--- src/pis_pkg.sv ---
// Purpose: Shared constants and types for the pilot ignition sequencer
// Assumes: 100 MHz clock, register word per 32-bit aligned address
// Notes:   Cycle counts are derived from times in seconds
package pis_pkg;
    // ==========================================================
    // Timing
    localparam int             TW            = 36;
    localparam longint         CLK_HZ        = 64'd100_000_000;
    localparam longint         PREPURGE_S    = 64'd30;
    localparam longint         TRIAL_SHORT_S = 64'd15;
    localparam longint         TRIAL_LONG_S  = 64'd90;
    localparam longint         RETRY_MIN     = 64'd5;
    localparam logic [TW-1:0]  PREPURGE_CYC  = TW'(PREPURGE_S * CLK_HZ);
    localparam logic [TW-1:0]  TRIAL_S_CYC   = TW'(TRIAL_SHORT_S * CLK_HZ);
    localparam logic [TW-1:0]  TRIAL_L_CYC   = TW'(TRIAL_LONG_S * CLK_HZ);
    localparam logic [TW-1:0]  RETRY_CYC     = TW'(RETRY_MIN * 60 * CLK_HZ);
    localparam logic [1:0]     STRAP_WAIT    = 2'h3;

    // ==========================================================
    // Register map
    localparam logic [7:0]     CTRL_OFS      = 8'h00;
    localparam logic [7:0]     STATUS_OFS    = 8'h04;
    localparam logic [7:0]     IRQ_STAT_OFS  = 8'h08;
    localparam logic [7:0]     IRQ_EN_OFS    = 8'h0C;
    localparam logic [7:0]     IRQ_CLR_OFS   = 8'h10;
    localparam logic           CTRL_RST      = 1'h1;
    localparam int             NEV           = 4;
    localparam logic [NEV-1:0] IRQ_EN_RST    = 4'h0;
    // Event bits
    localparam int             EV_LIGHT      = 0;
    localparam int             EV_FAIL       = 1;
    localparam int             EV_LOST       = 2;
    localparam int             EV_DAMPER     = 3;
    // Status fields
    localparam int             ST_STATE      = 0;
    localparam int             ST_DAMP_REQ   = 4;
    localparam int             ST_FLAME      = 5;
    localparam int             ST_SPARK      = 6;
    localparam int             ST_PILOT      = 7;
    localparam int             ST_MAIN       = 8;

    typedef enum logic [2:0] {
        PIS_IDLE,
        PIS_PREPURGE,
        PIS_TRIAL,
        PIS_RUN,
        PIS_RETRY
    } pis_state_t;
endpackage

--- src/pis_tmr_if.sv ---
// Purpose: Carrier between the sequencer and its interval timer
// Assumes: Single clock domain
// Notes:   start is a one-cycle pulse, done a one-cycle pulse
`timescale 1ns/1ps
interface pis_tmr_if;
    logic                     start;
    logic                     stop;
    logic [pis_pkg::TW-1:0]   len;
    logic                     done;
    logic                     busy;
    modport ctl (output start, output stop, output len,
                 input done, input busy);
    modport tmr (input start, input stop, input len,
                 output done, output busy);
endinterface

--- src/pis_timer.sv ---
// Purpose: Down-counting interval timer for sequencer phases
// Assumes: len is at least one cycle
// Notes:   done pulses in the len-th cycle after the start edge
`timescale 1ns/1ps
module pis_timer (
    input  wire logic mclk,       // System clock
    input  wire logic rst,        // Synchronous reset
    pis_tmr_if.tmr    t           // Timer control
);
    logic [pis_pkg::TW-1:0] cnt_reg;
    logic [pis_pkg::TW-1:0] cnt_next;
    logic                   busy_reg;
    logic                   busy_next;
    wire                    last = busy_reg && cnt_reg == 36'h1;

    // ==========================================================
    // Counter; a fresh start wins over stop and expiry
    assign cnt_next  = t.start ? t.len :
                       busy_reg ? cnt_reg - 36'h1 : cnt_reg;
    assign busy_next = t.start ? 1'b1 :
                       (t.stop || last) ? 1'b0 : busy_reg;
    // Expiry comes from the count alone: gating it with start or stop
    // would loop back through the sequencer's next-state decode
    assign t.done    = last;
    assign t.busy    = busy_reg;

    always_ff @(posedge mclk) begin
        if (rst) begin
            cnt_reg  <= '0;
            busy_reg <= 1'b0;
        end else begin
            cnt_reg  <= cnt_next;
            busy_reg <= busy_next;
        end
    end
endmodule

--- src/pis_top.sv ---
// Purpose: Intermittent pilot ignition sequencer with APB registers
// Assumes: Field pins are asynchronous; 100 MHz mclk
// Notes:   Strap for the damper is taken once after reset release
// Functional notes
// - Prepurge skipped or 30 s, by switch
// - Trial lasts 15 or 90 s, by switch
// - Spark and pilot on throughout trial
// - Flame loss restarts trial at once
// - Failed trial shuts pilot and spark off
// - Five minute wait, then new trial
// - Fail and retry repeats without limit
// - Damper seen at power-up becomes required
`timescale 1ns/1ps
module pis_top #(
    parameter logic [35:0] PREPURGE_CYC = pis_pkg::PREPURGE_CYC, // Prepurge
    parameter logic [35:0] TRIAL_S_CYC  = pis_pkg::TRIAL_S_CYC,  // Short
    parameter logic [35:0] TRIAL_L_CYC  = pis_pkg::TRIAL_L_CYC,  // Long
    parameter logic [35:0] RETRY_CYC    = pis_pkg::RETRY_CYC     // Retry
) (
    input  wire logic        mclk,                         // 100 MHz
    input  wire logic        rst,                          // Sync reset
    input  wire logic        psel,                         // APB select
    input  wire logic        penable,                      // APB enable
    input  wire logic        pwrite,                       // APB write
    input  wire logic [7:0]  paddr,                        // APB address
    input  wire logic [31:0] pwdata,                       // APB wdata
    output logic      [31:0] prdata,                       // APB rdata
    output logic             pready,                       // APB ready
    output logic             pslverr,                      // APB error
    input  wire logic        call_for_heat,                // Thermostat
    input  wire logic        flame_sense,                  // Flame seen
    input  wire logic        damper_present,               // Damper sense
    input  wire logic        prepurge_select_switch,       // 1: prepurge
    input  wire logic        trial_duration_select_switch, // 1: 90 s
    output logic             spark_out,                    // Igniter
    output logic             pilot_valve_out,              // Pilot gas
    output logic             main_valve_out,               // Main gas
    output logic             irq                           // Interrupt
);
    localparam int TW = pis_pkg::TW;
    localparam int NV = pis_pkg::NEV;

    // ==========================================================
    // Pin synchronisers
    logic [4:0] sync_a_reg;
    logic [4:0] sync_b_reg;
    wire        cfh_s    = sync_b_reg[0];
    wire        flame_s  = sync_b_reg[1];
    wire        damper_s = sync_b_reg[2];
    wire        pp_sw_s  = sync_b_reg[3];
    wire        tl_sw_s  = sync_b_reg[4];

    always_ff @(posedge mclk) begin
        if (rst) begin
            sync_a_reg <= '0;
            sync_b_reg <= '0;
        end else begin
            sync_a_reg <= {trial_duration_select_switch,
                           prepurge_select_switch, damper_present,
                           flame_sense, call_for_heat};
            sync_b_reg <= sync_a_reg;
        end
    end

    // ==========================================================
    // Damper strap, caught once the synchronisers have settled
    logic [1:0] arm_reg;
    logic       strap_done_reg;
    logic       damp_req_reg;
    wire        strap_now = !strap_done_reg && arm_reg == pis_pkg::STRAP_WAIT;

    always_ff @(posedge mclk) begin
        if (rst) begin
            arm_reg        <= 2'h0;
            strap_done_reg <= 1'b0;
            damp_req_reg   <= 1'b0;
        end else begin
            if (!strap_done_reg)
                arm_reg <= arm_reg + 2'h1;
            if (strap_now) begin
                strap_done_reg <= 1'b1;
                damp_req_reg   <= damper_s;
            end
        end
    end

    // ==========================================================
    // Registers
    logic          ctrl_en_reg;
    logic [NV-1:0] irq_stat_reg;
    logic [NV-1:0] irq_en_reg;
    logic [31:0]   prdata_reg;
    wire           damp_fault = damp_req_reg && !damper_s;
    // Heat call is honoured only with a settled strap and enable set
    wire           run_ok     = cfh_s && ctrl_en_reg && strap_done_reg
                                && !damp_fault;

    // ==========================================================
    // Sequencer
    pis_pkg::pis_state_t state_reg;
    pis_pkg::pis_state_t state_next;
    logic                long_sel_reg;
    pis_tmr_if           tif ();

    pis_timer u_timer (
        .mclk (mclk),
        .rst  (rst),
        .t    (tif.tmr)
    );

    wire trial_fail = state_reg == pis_pkg::PIS_TRIAL && tif.done
                      && !flame_s;
    wire flame_lost = state_reg == pis_pkg::PIS_RUN && !flame_s;
    wire lightoff   = state_reg == pis_pkg::PIS_TRIAL && flame_s;
    wire [TW-1:0] trial_len = long_sel_reg ? TRIAL_L_CYC
                                           : TRIAL_S_CYC;

    always_comb begin
        state_next = state_reg;
        if (!run_ok) begin
            state_next = pis_pkg::PIS_IDLE;
        end else begin
            unique case (state_reg)
                pis_pkg::PIS_IDLE: begin
                    state_next = pp_sw_s ? pis_pkg::PIS_PREPURGE
                                         : pis_pkg::PIS_TRIAL;
                end
                pis_pkg::PIS_PREPURGE: begin
                    if (tif.done)
                        state_next = pis_pkg::PIS_TRIAL;
                end
                pis_pkg::PIS_TRIAL: begin
                    if (flame_s)
                        state_next = pis_pkg::PIS_RUN;
                    else if (tif.done)
                        state_next = pis_pkg::PIS_RETRY;
                end
                pis_pkg::PIS_RUN: begin
                    if (!flame_s)
                        state_next = pis_pkg::PIS_TRIAL;
                end
                pis_pkg::PIS_RETRY: begin
                    if (tif.done)
                        state_next = pis_pkg::PIS_TRIAL;
                end
            endcase
        end
    end

    // Timer starts on entry to every timed phase, including RUN->TRIAL
    wire enter = state_next != state_reg;
    assign tif.start = enter && (state_next == pis_pkg::PIS_PREPURGE ||
                                 state_next == pis_pkg::PIS_TRIAL ||
                                 state_next == pis_pkg::PIS_RETRY);
    assign tif.stop  = enter && !tif.start;
    wire   long_use  = state_reg == pis_pkg::PIS_IDLE ? tl_sw_s
                                                      : long_sel_reg;
    assign tif.len   = state_next == pis_pkg::PIS_PREPURGE ? PREPURGE_CYC :
                       state_next == pis_pkg::PIS_RETRY ? RETRY_CYC :
                       long_use ? TRIAL_L_CYC : TRIAL_S_CYC;

    always_ff @(posedge mclk) begin
        if (rst) begin
            state_reg       <= pis_pkg::PIS_IDLE;
            long_sel_reg    <= 1'b0;
            spark_out       <= 1'b0;
            pilot_valve_out <= 1'b0;
            main_valve_out  <= 1'b0;
        end else begin
            state_reg       <= state_next;
            long_sel_reg    <= long_use;
            // Outputs follow the next state so they switch with it
            spark_out       <= state_next == pis_pkg::PIS_TRIAL;
            pilot_valve_out <= state_next == pis_pkg::PIS_TRIAL ||
                               state_next == pis_pkg::PIS_RUN;
            main_valve_out  <= state_next == pis_pkg::PIS_RUN;
        end
    end

    // ==========================================================
    // APB slave: zero wait states, read data captured in setup
    // Ready is tied high, so every access completes in two cycles, setup and access
    wire setup   = psel && !penable;
    wire wr_acc  = psel && penable && pwrite;
    wire hit_ctl = paddr == pis_pkg::CTRL_OFS;
    wire hit_st  = paddr == pis_pkg::STATUS_OFS;
    wire hit_is  = paddr == pis_pkg::IRQ_STAT_OFS;
    wire hit_ie  = paddr == pis_pkg::IRQ_EN_OFS;
    wire hit_ic  = paddr == pis_pkg::IRQ_CLR_OFS;
    wire mapped  = hit_ctl || hit_st || hit_is || hit_ie || hit_ic;

    wire [31:0] status_word = {23'h0, main_valve_out, pilot_valve_out,
                               spark_out, flame_s, damp_req_reg,
                               1'b0, state_reg};
    wire [31:0] rd_mux = hit_ctl ? {31'h0, ctrl_en_reg} :
                         hit_st  ? status_word :
                         hit_is  ? {28'h0, irq_stat_reg} :
                         hit_ie  ? {28'h0, irq_en_reg} : 32'h0;

    wire [NV-1:0] ev;
    assign ev[pis_pkg::EV_LIGHT]  = lightoff;
    assign ev[pis_pkg::EV_FAIL]   = trial_fail;
    assign ev[pis_pkg::EV_LOST]   = flame_lost && run_ok;
    assign ev[pis_pkg::EV_DAMPER] = damp_fault && cfh_s;
    wire [NV-1:0] clr = (wr_acc && hit_ic) ? pwdata[NV-1:0] : '0;
    // A new event in the clearing cycle survives the clear
    wire [NV-1:0] irq_stat_next = (irq_stat_reg & ~clr) | ev;

    always_ff @(posedge mclk) begin
        if (rst) begin
            ctrl_en_reg  <= pis_pkg::CTRL_RST;
            irq_en_reg   <= pis_pkg::IRQ_EN_RST;
            irq_stat_reg <= '0;
            prdata_reg   <= 32'h0;
        end else begin
            if (wr_acc && hit_ctl)
                ctrl_en_reg <= pwdata[0];
            if (wr_acc && hit_ie)
                irq_en_reg <= pwdata[NV-1:0];
            irq_stat_reg <= irq_stat_next;
            if (setup)
                prdata_reg <= rd_mux;
        end
    end

    assign prdata  = prdata_reg;
    assign pready  = 1'b1;
    assign pslverr = psel && penable && !mapped;
    assign irq     = |(irq_stat_reg & irq_en_reg);

    // ==========================================================
    // Checks
    // Cycles spent in the current state, read only by the checks
    logic [TW-1:0] dwell_reg;
    always_ff @(posedge mclk) begin
        if (rst)
            dwell_reg <= '0;
        else
            dwell_reg <= enter ? '0 : dwell_reg + 36'h1;
    end
endmodule

--- config.mk ---
export PLATFORM = sky130hd
export DESIGN_NAME = pis_top
export DESIGN_NICKNAME = d
export VERILOG_FILES = /design/src/pis_pkg.sv /design/src/pis_tmr_if.sv /design/src/pis_timer.sv /design/src/pis_top.sv
export SDC_FILE = /design/constraint.sdc
export NUM_CORES = 1
export LEC_CHECK = 0
export ABC_AREA = 1
export BUFFER_PORTS_ARGS = -buffer_cell sky130_fd_sc_hd__buf_4
export CORE_UTILIZATION = 45
export CTS_BUF_LIST = sky130_fd_sc_hd__clkbuf_4
export DETAILED_ROUTE_END_ITERATION = 12
export PLACE_DENSITY = 0.67
export SLEW_MARGIN = 20
export SYNTH_ARGS = -nofsm -noshare
export SYNTH_HDL_FRONTEND = slang
export SYNTH_SLANG_ARGS = --single-unit
--- constraint.sdc ---
create_clock -name mclk -period 2 [get_ports mclk]
set_input_delay 0.3 -clock mclk [delete_from_list [all_inputs] [get_ports mclk]]
set_output_delay 0.3 -clock mclk [all_outputs]
set_load 0.005 [all_outputs]
==> results of run 1 <==
## stage by stage
step                      setup WS, ns  setup TNS, ns  instance area (um2)
after global routing            -0.566         -17.37                 6010
after floorplan                 -0.137          -2.91                 4470
after CTS                       -0.324          -8.42                 5850
after global placement          -0.280          -7.06                 5440
after detailed placement        -0.344          -9.11                 5440
final                           -0.413         -10.79                 6010
## path summary, 6_finish.rpt
check | from | endpoint | slack [ns] | cells after the start
setup / recovery | u_timer.cnt_reg[1]$_SDFFE_PP0P_ | u_timer.cnt_reg[30]$_SDFFE_PP0P_ | -0.41 | 19
hold / removal | call_for_heat | sync_a_reg[0]$_SDFF_PP0_ | 0.05 | 3
setup reg to reg | u_timer.cnt_reg[1]$_SDFFE_PP0P_ | u_timer.cnt_reg[30]$_SDFFE_PP0P_ | -0.41 | 19
hold reg to reg | sync_a_reg[1]$_SDFF_PP0_ | sync_b_reg[1]$_SDFF_PP0_ | 0.42 | 2
## metal layers
layer | up-vias | wire [um] | part of all wire | global-route usage
met5 | - | 0 | 0 | 0
met4 | 0 | 221 | 0.019 | 0.0758
met3 | 21 | 565 | 0.049 | 0.0390
met2 | 113 | 5900 | 0.51 | 0.447
met1 | 2063 | 4960 | 0.43 | 0.282
li1 | 2286 | - | - | -
## kinds of logic (layout without fill, tap and decap cells)
family | count (synthesis) | count (layout)
AO/OA/AOI/OAI | 78 | 78
XOR/XNOR | 28 | 28
buffers and inverters | 112 | 241
adder cells (fa/ha/maj) | 3 | 3
AND/OR/NAND/NOR | 346 | 346
other | 2 | 24
flip-flops | 76 | 76
## repair_timing
item                                    CTS  global route
gates cloned                              2             1
setup buffers                             3             6
endpoints found under the setup margin   37            37
resized for setup                        61            29
pin swaps                                 6            13
hold buffers                              0             0
## worst max-delay path: stages, from the launching register on
cell      delay [ns]
dfxtp_2         0.36
inv_2           0.07
ha_4            0.12
nand2_2         0.04
inv_2           0.04
nand2_1         0.04
nor2_1          0.12
nand3_2         0.13
nor2_4          0.18
nor2_2          0.05
nor2_2          0.10
nand2_2         0.09
nand2_4         0.10
nand2_4         0.06
nand3_4         0.11
buf_6           0.13
nand3b_1        0.20
buf_4           0.22
nand2_2         0.07
a21oi_2         0.05
## cell usage after synthesis (14+ instances only)
master	count
nand3_1	31
dfxtp_1	76
xnor2_1	14
buf_4	26
xor2_1	14
o21ai_0	38
nor2_1	136
nand2_1	113
nand2_2	16
a21oi_1	30
inv_1	68
## cells in the final DEF (no fill, tap or decap), types with 2 or more instances in the layout
cell	count
xnor2_1	14
inv_2	5
or2_2	2
conb_1	24
a21oi_2	2
nand3b_1	3
dfxtp_1	74
nand2_2	20
buf_4	142
nor3_2	2
nor2_1	121
nand2_1	105
nand2_4	6
nand3_4	2
clkbuf_4	10
nand2_8	3
ha_1	2
xor2_1	14
clkinv_4	2
nand3_1	29
nor2_4	10
nor4_1	5
o21ai_0	20
clkinvlp_4	2
buf_16	2
a21oi_1	28
nand4_1	5
nor4_2	6
o21ai_2	17
nor3_1	8
o21ai_1	3
buf_6	4
nor2_2	15
nand3_2	3
inv_1	66
buf_12	3
## where the power goes
| part | leakage, nW | switching, W | internal, W | total, W |
|---|---|---|---|---|
| sequential | 0.617 | 0.0000140 | 0.00154 | 0.00155 |
| combinational | 2.25 | 0.000126 | 0.0000920 | 0.000218 |
| clock | 0.0747 | 0.000592 | 0.000407 | 0.000999 |
| total | 2.94 | 0.000733 | 0.00204 | 0.00277 |
## final cells by class
type                       count  area [um2]
fill                         806        3280
clock buffer                  10        75.1
tap                          129         161
timing repair buffer         152        1250
inverter                      73         279
sequential                    76        1530
clock inverter                 6        73.8
multi-input combinational    479        2640
==> flow_summary_export.csv, run 1 <==
group,metric,value,unit
run_status,status,"finished with violations",
run_status,violations,"negative setup slack",
synth,synth.avg_cell_area,6.74,um2
synth,ys_types,39,
synth,ys.flop_type,"dfxtp_1",
worst_setup_path,crit_path_start_kind,"register",
global_routing,grt_first_pass_wirelength,19200,um
finish,fin_cells,925,
power_and_ir_drop,power_leakage,2.94,nW
synth,synthCells,645,
clock_tree,htree_levels,3,
die,die_y,100,um
place,routabilityCongestion,0.831,
clock_tree,cts_tree,"built",
die,ios,88,
synth,synth_xor_area_frac,0.0564,
drt,num_vias,4483,
synth,synth_simple_gate_area_share,0.361,
worst_setup_path,worstPathArrival,2.72,ns
finish,postLayoutCoreUtil,0.647,
worst_setup_path,cp_max_fo,7,
synth,synth-compound-area-share,0.0950,
flow_run,maxCapViolCount,0,
synth,yosysTopAreaCellShare,0.350,
timing,slew_viol_final,0,
global_routing,grt_pass1_vias,4323,
timing,fin_crit,2.41,ns
finish,drive_above_1_share,0.337,
synth,ys_seq_area_frac,0.350,
timing,fin_crit_sh,1.21,
place,hpwl,8300,um
synth,synth.area.top_cells,"dfxtp_1 35%, nor2_1 12%, nand2_1 9.8%",
synth,ys_warn_count,0,
synth,synth_seq_cells,76,
die,die_w,100,um
synth,mappedNetlistArea,4350,um2
timing,worst_pin_slew,0.766,ns
global_routing,grt_use_total,0.241,
clock_tree,cts-root-buf,"clkbuf_4",
global_routing,grt_max_degree,44,
die,start_util,0.468,
timing,hold_viol_final,0,
clock_tree,clock_path_buffers,2,
global_routing,antenna_found_initial,0,
die,row_count,35,
power_and_ir_drop,peakVddDrop,0.000384,V
drt,routed_wl,11600,um
drt,dr.pass1.iters,5,
drt,drc,0,
worst_setup_path,required,2.31,ns
worst_setup_path,end_kind,"register",
clock_tree,clock-sinks,76,
drt,wl_per_cell,12.6,um
worst_hold_path,hold_path_class,"input port to register",
finish,n_antenna_cell,0,
place,place.port_buffers,35,
timing,setup_slack,-0.413,ns
power_and_ir_drop,total_power,0.00277,W
drt,vias_per_cell,4.85,
synth,synth_edf_count,0,
clock_tree,path_clk_slew,0.14,ns
clock_tree,clock_latency,0.44,ns
global_routing,grt-ovfl-total,0,
timing,max_freq,414,MHz
finish,area_growth,38.3,%
power_and_ir_drop,power_density,461,nW/um2
worst_setup_path,crit_type,"register to register",
synth,synth_top_family_by_area,"simple AND/OR/NAND/NOR gates",
timing,holdWs,0.0512,ns
timing,rsz0062_at_grt,"true",
timing,finClkSkew,0.0165,ns
drt,drt_iter0_drc,172,
clock_tree,cts_made_buffers,9,
timing,slew_headroom,0.489,
finish,nNetsFinal,844,
place,dp_cells,897,
finish,largest_reg_flops,36,
die,dieArea,10100,um2
synth,synth_mux_area_frac,0,
timing,setup_viol,37,
synth,async_reset_ff_frac,0,
die,core_area,9280,um2
drt,detail-route-antenna-nets,0,
synth,synth_top_area_cell,"dfxtp_1",
synth,synthAdderAreaFrac,0.00864,
No activity file was read; power rests on OpenSTA's default activity.
==> run 2, diff against run 1 <==
--- a/config.mk
+++ b/config.mk
@@ -5,13 +5,13 @@
 export SDC_FILE = /design/constraint.sdc
 export NUM_CORES = 1
 export LEC_CHECK = 0
-export ABC_AREA = 1
 export BUFFER_PORTS_ARGS = -buffer_cell sky130_fd_sc_hd__buf_4
 export CORE_UTILIZATION = 45
 export CTS_BUF_LIST = sky130_fd_sc_hd__clkbuf_4
 export DETAILED_ROUTE_END_ITERATION = 12
-export PLACE_DENSITY = 0.67
+export PLACE_DENSITY = 0.68
 export SLEW_MARGIN = 20
 export SYNTH_ARGS = -nofsm -noshare
 export SYNTH_HDL_FRONTEND = slang
 export SYNTH_SLANG_ARGS = --single-unit
+export TNS_END_PERCENT = 10
==> constraint.sdc (replaced) <==
create_clock -name mclk -period 2.2 [get_ports mclk]
set_input_delay 0.33 -clock mclk [delete_from_list [all_inputs] [get_ports mclk]]
set_output_delay 0.33 -clock mclk [all_outputs]
set_load 0.005 [all_outputs]
==> flow_summary_export.csv, run 2 <==
group,metric,value,unit
synth,synth.avg_cell_area,8.48,um2
synth,synthCells,466,
synth,yosysTopAreaCellShare,0.385,
synth,synth.top_cells.by_count,"76 x dfxtp_1, 59 x nor2_1, 36 x nand2_1, 30 x a21oi_1, 25 x buf_4",
timing,slew_headroom,0.657,
synth,synth_top_area_cell,"dfxtp_1",
clock_tree,clock-sinks,76,
worst_setup_path,cp_max_fo,6,
worst_setup_path,crit_path_start_kind,"register",
synth,ys_seq_area_frac,0.385,
clock_tree,path_clk_slew,0.13,ns
synth,synth.area.top_cells,"dfxtp_1 38%, nor2_1 5.6%, buf_4 4.7%",
power_and_ir_drop,peakVddDrop,0.000374,V
synth,async_reset_ff_frac,0,
finish,drive_above_1_share,0.360,
place,routabilityCongestion,0.887,
synth,synth_seq_cells,76,
global_routing,grt_first_pass_wirelength,16400,um
timing,hold_viol_final,0,
worst_setup_path,worstPathArrival,2.82,ns
worst_setup_path,crit_cells,9,
finish,postLayoutCoreUtil,0.631,
drt,wl_per_cell,15.0,um
clock_tree,htree_levels,3,
drt,num_vias,3845,
global_routing,grt_max_degree,47,
timing,setup_viol,37,
place,place_area,4850,um2
worst_hold_path,hold_path_class,"input port to register",
drt,drc,0,
synth,ys_warn_count,0,
timing,rsz0062_at_grt,"true",
timing,tns,-7.67,ns
finish,nNetsFinal,642,
timing,worst_pin_slew,0.514,ns
die,core_area,8340,um2
drt,routed_wl,10500,um
worst_setup_path,crit_type,"register to register",
worst_setup_path,r2r_cells,9,
clock_tree,clock_path_buffers,2,
synth,mappedNetlistArea,3950,um2
flow_run,maxCapViolCount,0,
timing,fin_crit,2.52,ns
die,die_y,95.7,um
drt,vias_per_cell,5.50,
die,ios,88,
clock_tree,cts-root-buf,"clkbuf_4",
drt,detail-route-antenna-nets,0,
power_and_ir_drop,power_leakage,2.23,nW
synth,ys.flop_type,"dfxtp_1",
run_status,violations,"negative setup slack",
worst_setup_path,cpMaxStageDelayCell,"or4_4",
worst_setup_path,critPathTopFamily,"simple AND/OR/NAND/NOR gates",
finish,largest_reg_flops,36,
clock_tree,clock_latency,0.43,ns
worst_setup_path,max_stage_delay,0.45,ns
worst_setup_path,critPathBufInv,1,
synth,synth_edf_count,0,
clock_tree,holdBufCountCts,0,
timing,setup_slack,-0.315,ns
drt,dr.pass1.iters,5,
place,place.port_buffers,35,
power_and_ir_drop,total_power,0.00285,W
synth,yosysMostFrequentCell,"dfxtp_1",
finish,final_common_cell,"buf_4",
worst_setup_path,end_kind,"register",
clock_tree,cts_made_buffers,9,
power_and_ir_drop,power_density,541,nW/um2
die,dieArea,9160,um2
global_routing,antenna_found_initial,0,
global_routing,grt_use_total,0.233,
timing,max_freq,398,MHz
global_routing,grt-ovfl-total,0,
timing,finClkSkew,0.0137,ns
die,start_util,0.474,
finish,final_cell_mix,"128 x buf_4, 73 x dfxtp_1, 57 x nor2_1",
die,die_w,95.7,um
drt,drt_iter0_drc,377,
worst_setup_path,required,2.51,ns
finish,final_cell_area,5270,um2
global_routing,grt_pass1_vias,3432,
die,row_count,33,
timing,slew_viol_final,0,
finish,area_growth,33.2,%
timing,fin_crit_sh,1.14,
worst_hold_path,hold_depth,2,
clock_tree,cts_tree,"built",
synth,ys_types,63,
place,hpwl,7150,um
finish,n_antenna_cell,0,
run_status,status,"finished with violations",
worst_setup_path,crit_chain,"or3_4 > nor4_4 > buf_4 > nand4b_4 > mux2_4 > or4_4 > o311a_4 > a21oi_2 > a211oi_1",
==> run 2: cell count changes after synthesis, sizes merged, moves of 11 or more <==
cell / delta
nor2b: +17
inv: -68
nand3: -14
nor3: +12
mux2i: +11
nor2: -87
a211oi: +11
nand2: -98
o21ai: -32
==> run 2: logic make-up after synthesis <==
logic type | after synthesis | share of synthesized area
and+or+nand+nor | 211 | 0.287
adders and majority gates | 3 | 0.00950
AOI/OAI and AO/OA | 80 | 0.136
DFF | 76 | 0.385
xor gates and xnor gates | 27 | 0.0598
muxes | 16 | 0.0459
buffers and inverters | 51 | 0.0747
other | 2 | 0.00190
==> run 2: final cells by class <==
| class | instances | area [um2] |
|---|---|---|
| Timing Repair Buffer | 136 | 1060 |
| Multi-Input combinational cell | 362 | 2420 |
| Clock buffer | 9 | 67.6 |
| Sequential cell | 76 | 1530 |
| Tap cell | 105 | 131 |
| Fill cell | 705 | 3080 |
| Clock inverter | 7 | 43.8 |
| Inverter | 4 | 15.0 |
==> run 2: path summary, 6_finish.rpt <==
path,slack (ns),endpoint,from
max,-0.32,u_timer.cnt_reg[16]$_SDFFE_PP0P_,u_timer.cnt_reg[20]$_SDFFE_PP0P_
min,0.10,sync_a_reg[0]$_SDFF_PP0_,call_for_heat
max reg2reg,-0.32,u_timer.cnt_reg[16]$_SDFFE_PP0P_,u_timer.cnt_reg[20]$_SDFFE_PP0P_
min reg2reg,0.45,sync_b_reg[3]$_SDFF_PP0_,sync_a_reg[3]$_SDFF_PP0_
==> run 2: per-layer routing <==
metal  share of wire  global-route usage  vias up
met5               0                   0        -
met4           0.020              0.0896        0
met3           0.054              0.0442       31
met2            0.47               0.366      138
met1            0.46               0.316     1830
li1                -                   -     1846
==> run 2: report_power, final <==
part | internal, W | switching (W)
clock | 0.000225 | 0.000509
combinational | 0.000336 | 0.000342
sequential | 0.00142 | 0.0000239
total | 0.00198 | 0.000874
==> run 2: stage by stage <==
step                      setup slack, ns  cells  hold slack, ns
after floorplan                    -0.341    488           0.414
after global placement             -0.309    673           0.416
after detailed placement           -0.361    673           0.420
after CTS                          -0.372    695          0.0902
after global routing               -0.400    699          0.0820
final                              -0.315    699           0.104
==> run 2: what timing repair did <==
| item | CTS | global route |
|---|---|---|
| setup buffers | 5 | 3 |
| gates cloned | 1 | 1 |
| setup endpoints to repair | 37 | 40 |
| gates resized for setup | 17 | 36 |
| pin swaps | 6 | 14 |
==> run 3, diff against run 2 <==
--- a/config.mk
+++ b/config.mk
@@ -6,10 +6,12 @@
 export NUM_CORES = 1
 export LEC_CHECK = 0
 export BUFFER_PORTS_ARGS = -buffer_cell sky130_fd_sc_hd__buf_4
-export CORE_UTILIZATION = 45
+export CELL_PAD_IN_SITES_DETAIL_PLACEMENT = 0
+export CELL_PAD_IN_SITES_GLOBAL_PLACEMENT = 1
+export CORE_UTILIZATION = 37
 export CTS_BUF_LIST = sky130_fd_sc_hd__clkbuf_4
 export DETAILED_ROUTE_END_ITERATION = 12
-export PLACE_DENSITY = 0.68
+export PLACE_DENSITY = 0.74
 export SLEW_MARGIN = 20
 export SYNTH_ARGS = -nofsm -noshare
 export SYNTH_HDL_FRONTEND = slang
==> flow_summary_export.csv, run 3 (synthesis results as in run 2) <==
group,metric,value,unit
run_status,status,"finished with violations",
run_status,violations,"negative setup slack",
drt,num_vias,3699,
power_and_ir_drop,intPower,0.00201,W
place,hpwl,7260,um
power_and_ir_drop,p_clk_frac,0.284,
timing,hold_viol_final,0,
finish,n_antenna_cell,0,
worst_setup_path,required,2.51,ns
global_routing,grt_use_total,0.188,
drt,wl_per_cell,14.0,um
global_routing,grt_pass1_vias,3388,
die,die_y,105,um
clock_tree,htree_levels,3,
flow_run,maxCapViolCount,0,
finish,postLayoutCoreUtil,0.513,
timing,worst_pin_slew,0.661,ns
worst_setup_path,worstPathArrival,2.83,ns
global_routing,grt-ovfl-total,0,
clock_tree,cts-root-buf,"clkbuf_4",
timing,slew_headroom,0.559,
power_and_ir_drop,peakVddDrop,0.000297,V
finish,largest_reg_flops,36,
timing,fin_crit,2.53,ns
worst_hold_path,hold_path_class,"input port to register",
drt,detail-route-antenna-nets,0,
drt,vias_per_cell,5.07,
worst_setup_path,end_kind,"register",
global_routing,antenna_found_initial,0,
clock_tree,clock_latency,0.45,ns
die,start_util,0.383,
worst_setup_path,crit_path_start_kind,"register",
power_and_ir_drop,total_power,0.00295,W
finish,final_cell_mix,"129 x buf_4, 73 x dfxtp_1, 59 x nor2_1",
timing,fin_crit_sh,1.15,
finish,nNetsFinal,642,
global_routing,grt_first_pass_wirelength,16500,um
finish,drive_above_1_share,0.350,
clock_tree,cts_made_buffers,9,
timing,finClkSkew,0.0133,ns
drt,dr.pass1.iters,4,
clock_tree,clock-sinks,76,
place,routabilityCongestion,0.830,
finish,final_common_cell,"buf_4",
timing,setup_viol,37,
worst_setup_path,cp_max_fo,6,
die,die_w,105,um
timing,setup_slack,-0.325,ns
finish,multi_input_area,2400,um2
die,ios,88,
finish,fillers,976,
die,core_area,10300,um2
global_routing,grt_max_degree,63,
power_and_ir_drop,power_leakage,2.27,nW
clock_tree,holdBufCountCts,0,
die,row_count,37,
place,place_area,4890,um2
clock_tree,cts_tree,"built",
drt,routed_wl,10200,um
drt,drc,0,
finish,final_cell_area,5300,um2
timing,rsz0062_at_grt,"true",
clock_tree,clock_path_buffers,2,
finish,area_growth,34.0,%
die,dieArea,11100,um2
timing,slew_viol_final,0,
power_and_ir_drop,swShare,0.317,
clock_tree,path_clk_slew,0.15,ns
power_and_ir_drop,seq_power_share,0.489,
drt,drt_iter0_drc,188,
power_and_ir_drop,power_density,556,nW/um2
finish,regArea,1530,um2
worst_setup_path,crit_type,"register to register",
power_and_ir_drop,switching_power,0.000933,W
timing,max_freq,396,MHz
place,place.port_buffers,35,
power_and_ir_drop,p_comb_frac,0.228,
[run 3: worst paths after layout]
kind	slack, ns	to	depth (start not counted)	startpoint
min	0.09	sync_a_reg[0]$_SDFF_PP0_	2	call_for_heat
max	-0.33	u_timer.cnt_reg[14]$_SDFFE_PP0P_	11	u_timer.cnt_reg[1]$_SDFFE_PP0P_
min reg2reg	0.45	sync_b_reg[4]$_SDFF_PP0_	1	sync_a_reg[4]$_SDFF_PP0_
max reg2reg	-0.33	u_timer.cnt_reg[14]$_SDFFE_PP0P_	11	u_timer.cnt_reg[1]$_SDFFE_PP0P_
[run 3: what timing repair did]
item                                    4_1_cts  5_1_grt
buffers inserted                              1        6
endpoints found under the setup margin       38       38
gates resized for setup                      15       30
cloned                                        1        0
pin swaps                                     2        6
[run 3: power by group through the flow]
stage                     sequential [W]  combinational (W)  clock (W)
after global placement           0.00147           0.000595          0
final                            0.00144           0.000671   0.000835
after CTS                        0.00144           0.000625   0.000861
after floorplan                  0.00147           0.000374          0
after global routing             0.00144           0.000732   0.000929
after detailed placement         0.00147           0.000606          0
[run 3: cell type report]
cell class	instances	area share
Multi-Input combinational cell	362	0.454
Timing Repair Buffer	136	0.198
Tap cell	136	0.0321
Inverter	4	0.00283
Clock buffer	9	0.0128
Clock inverter	7	0.0130
Sequential cell	76	0.288
[run 3: metrics by stage]
step | std cells | hold WS [ns] | setup TNS, ns | setup slack [ns]
after global placement | 706 | 0.419 | -9.94 | -0.371
after global routing | 730 | 0.0590 | -13.44 | -0.449
final | 730 | 0.0859 | -8.50 | -0.325
after floorplan | 488 | 0.414 | -6.30 | -0.341
after CTS | 724 | 0.0680 | -8.92 | -0.320
after detailed placement | 706 | 0.426 | -12.64 | -0.428
[run 3: layer usage]
layer	vias to the layer above	part of all wire	global-route usage
met2	91	0.45	0.289
met4	0	0.022	0.0795
li1	1847	-	-
met3	23	0.041	0.0414
met1	1738	0.48	0.252
met5	-	0	0
[run 3: worst max-delay path, cell delays in order, from the launching register on]
cell and delay [ns]:
dfxtp_2 0.35, inv_1 0.07, ha_1 0.13, nor3b_2 0.16
buf_4 0.15, and2_4 0.17, nand4b_4 0.13, mux2_4 0.37
or4_4 0.45, o311a_4 0.20, a21oi_2 0.14, nor3_1 0.07
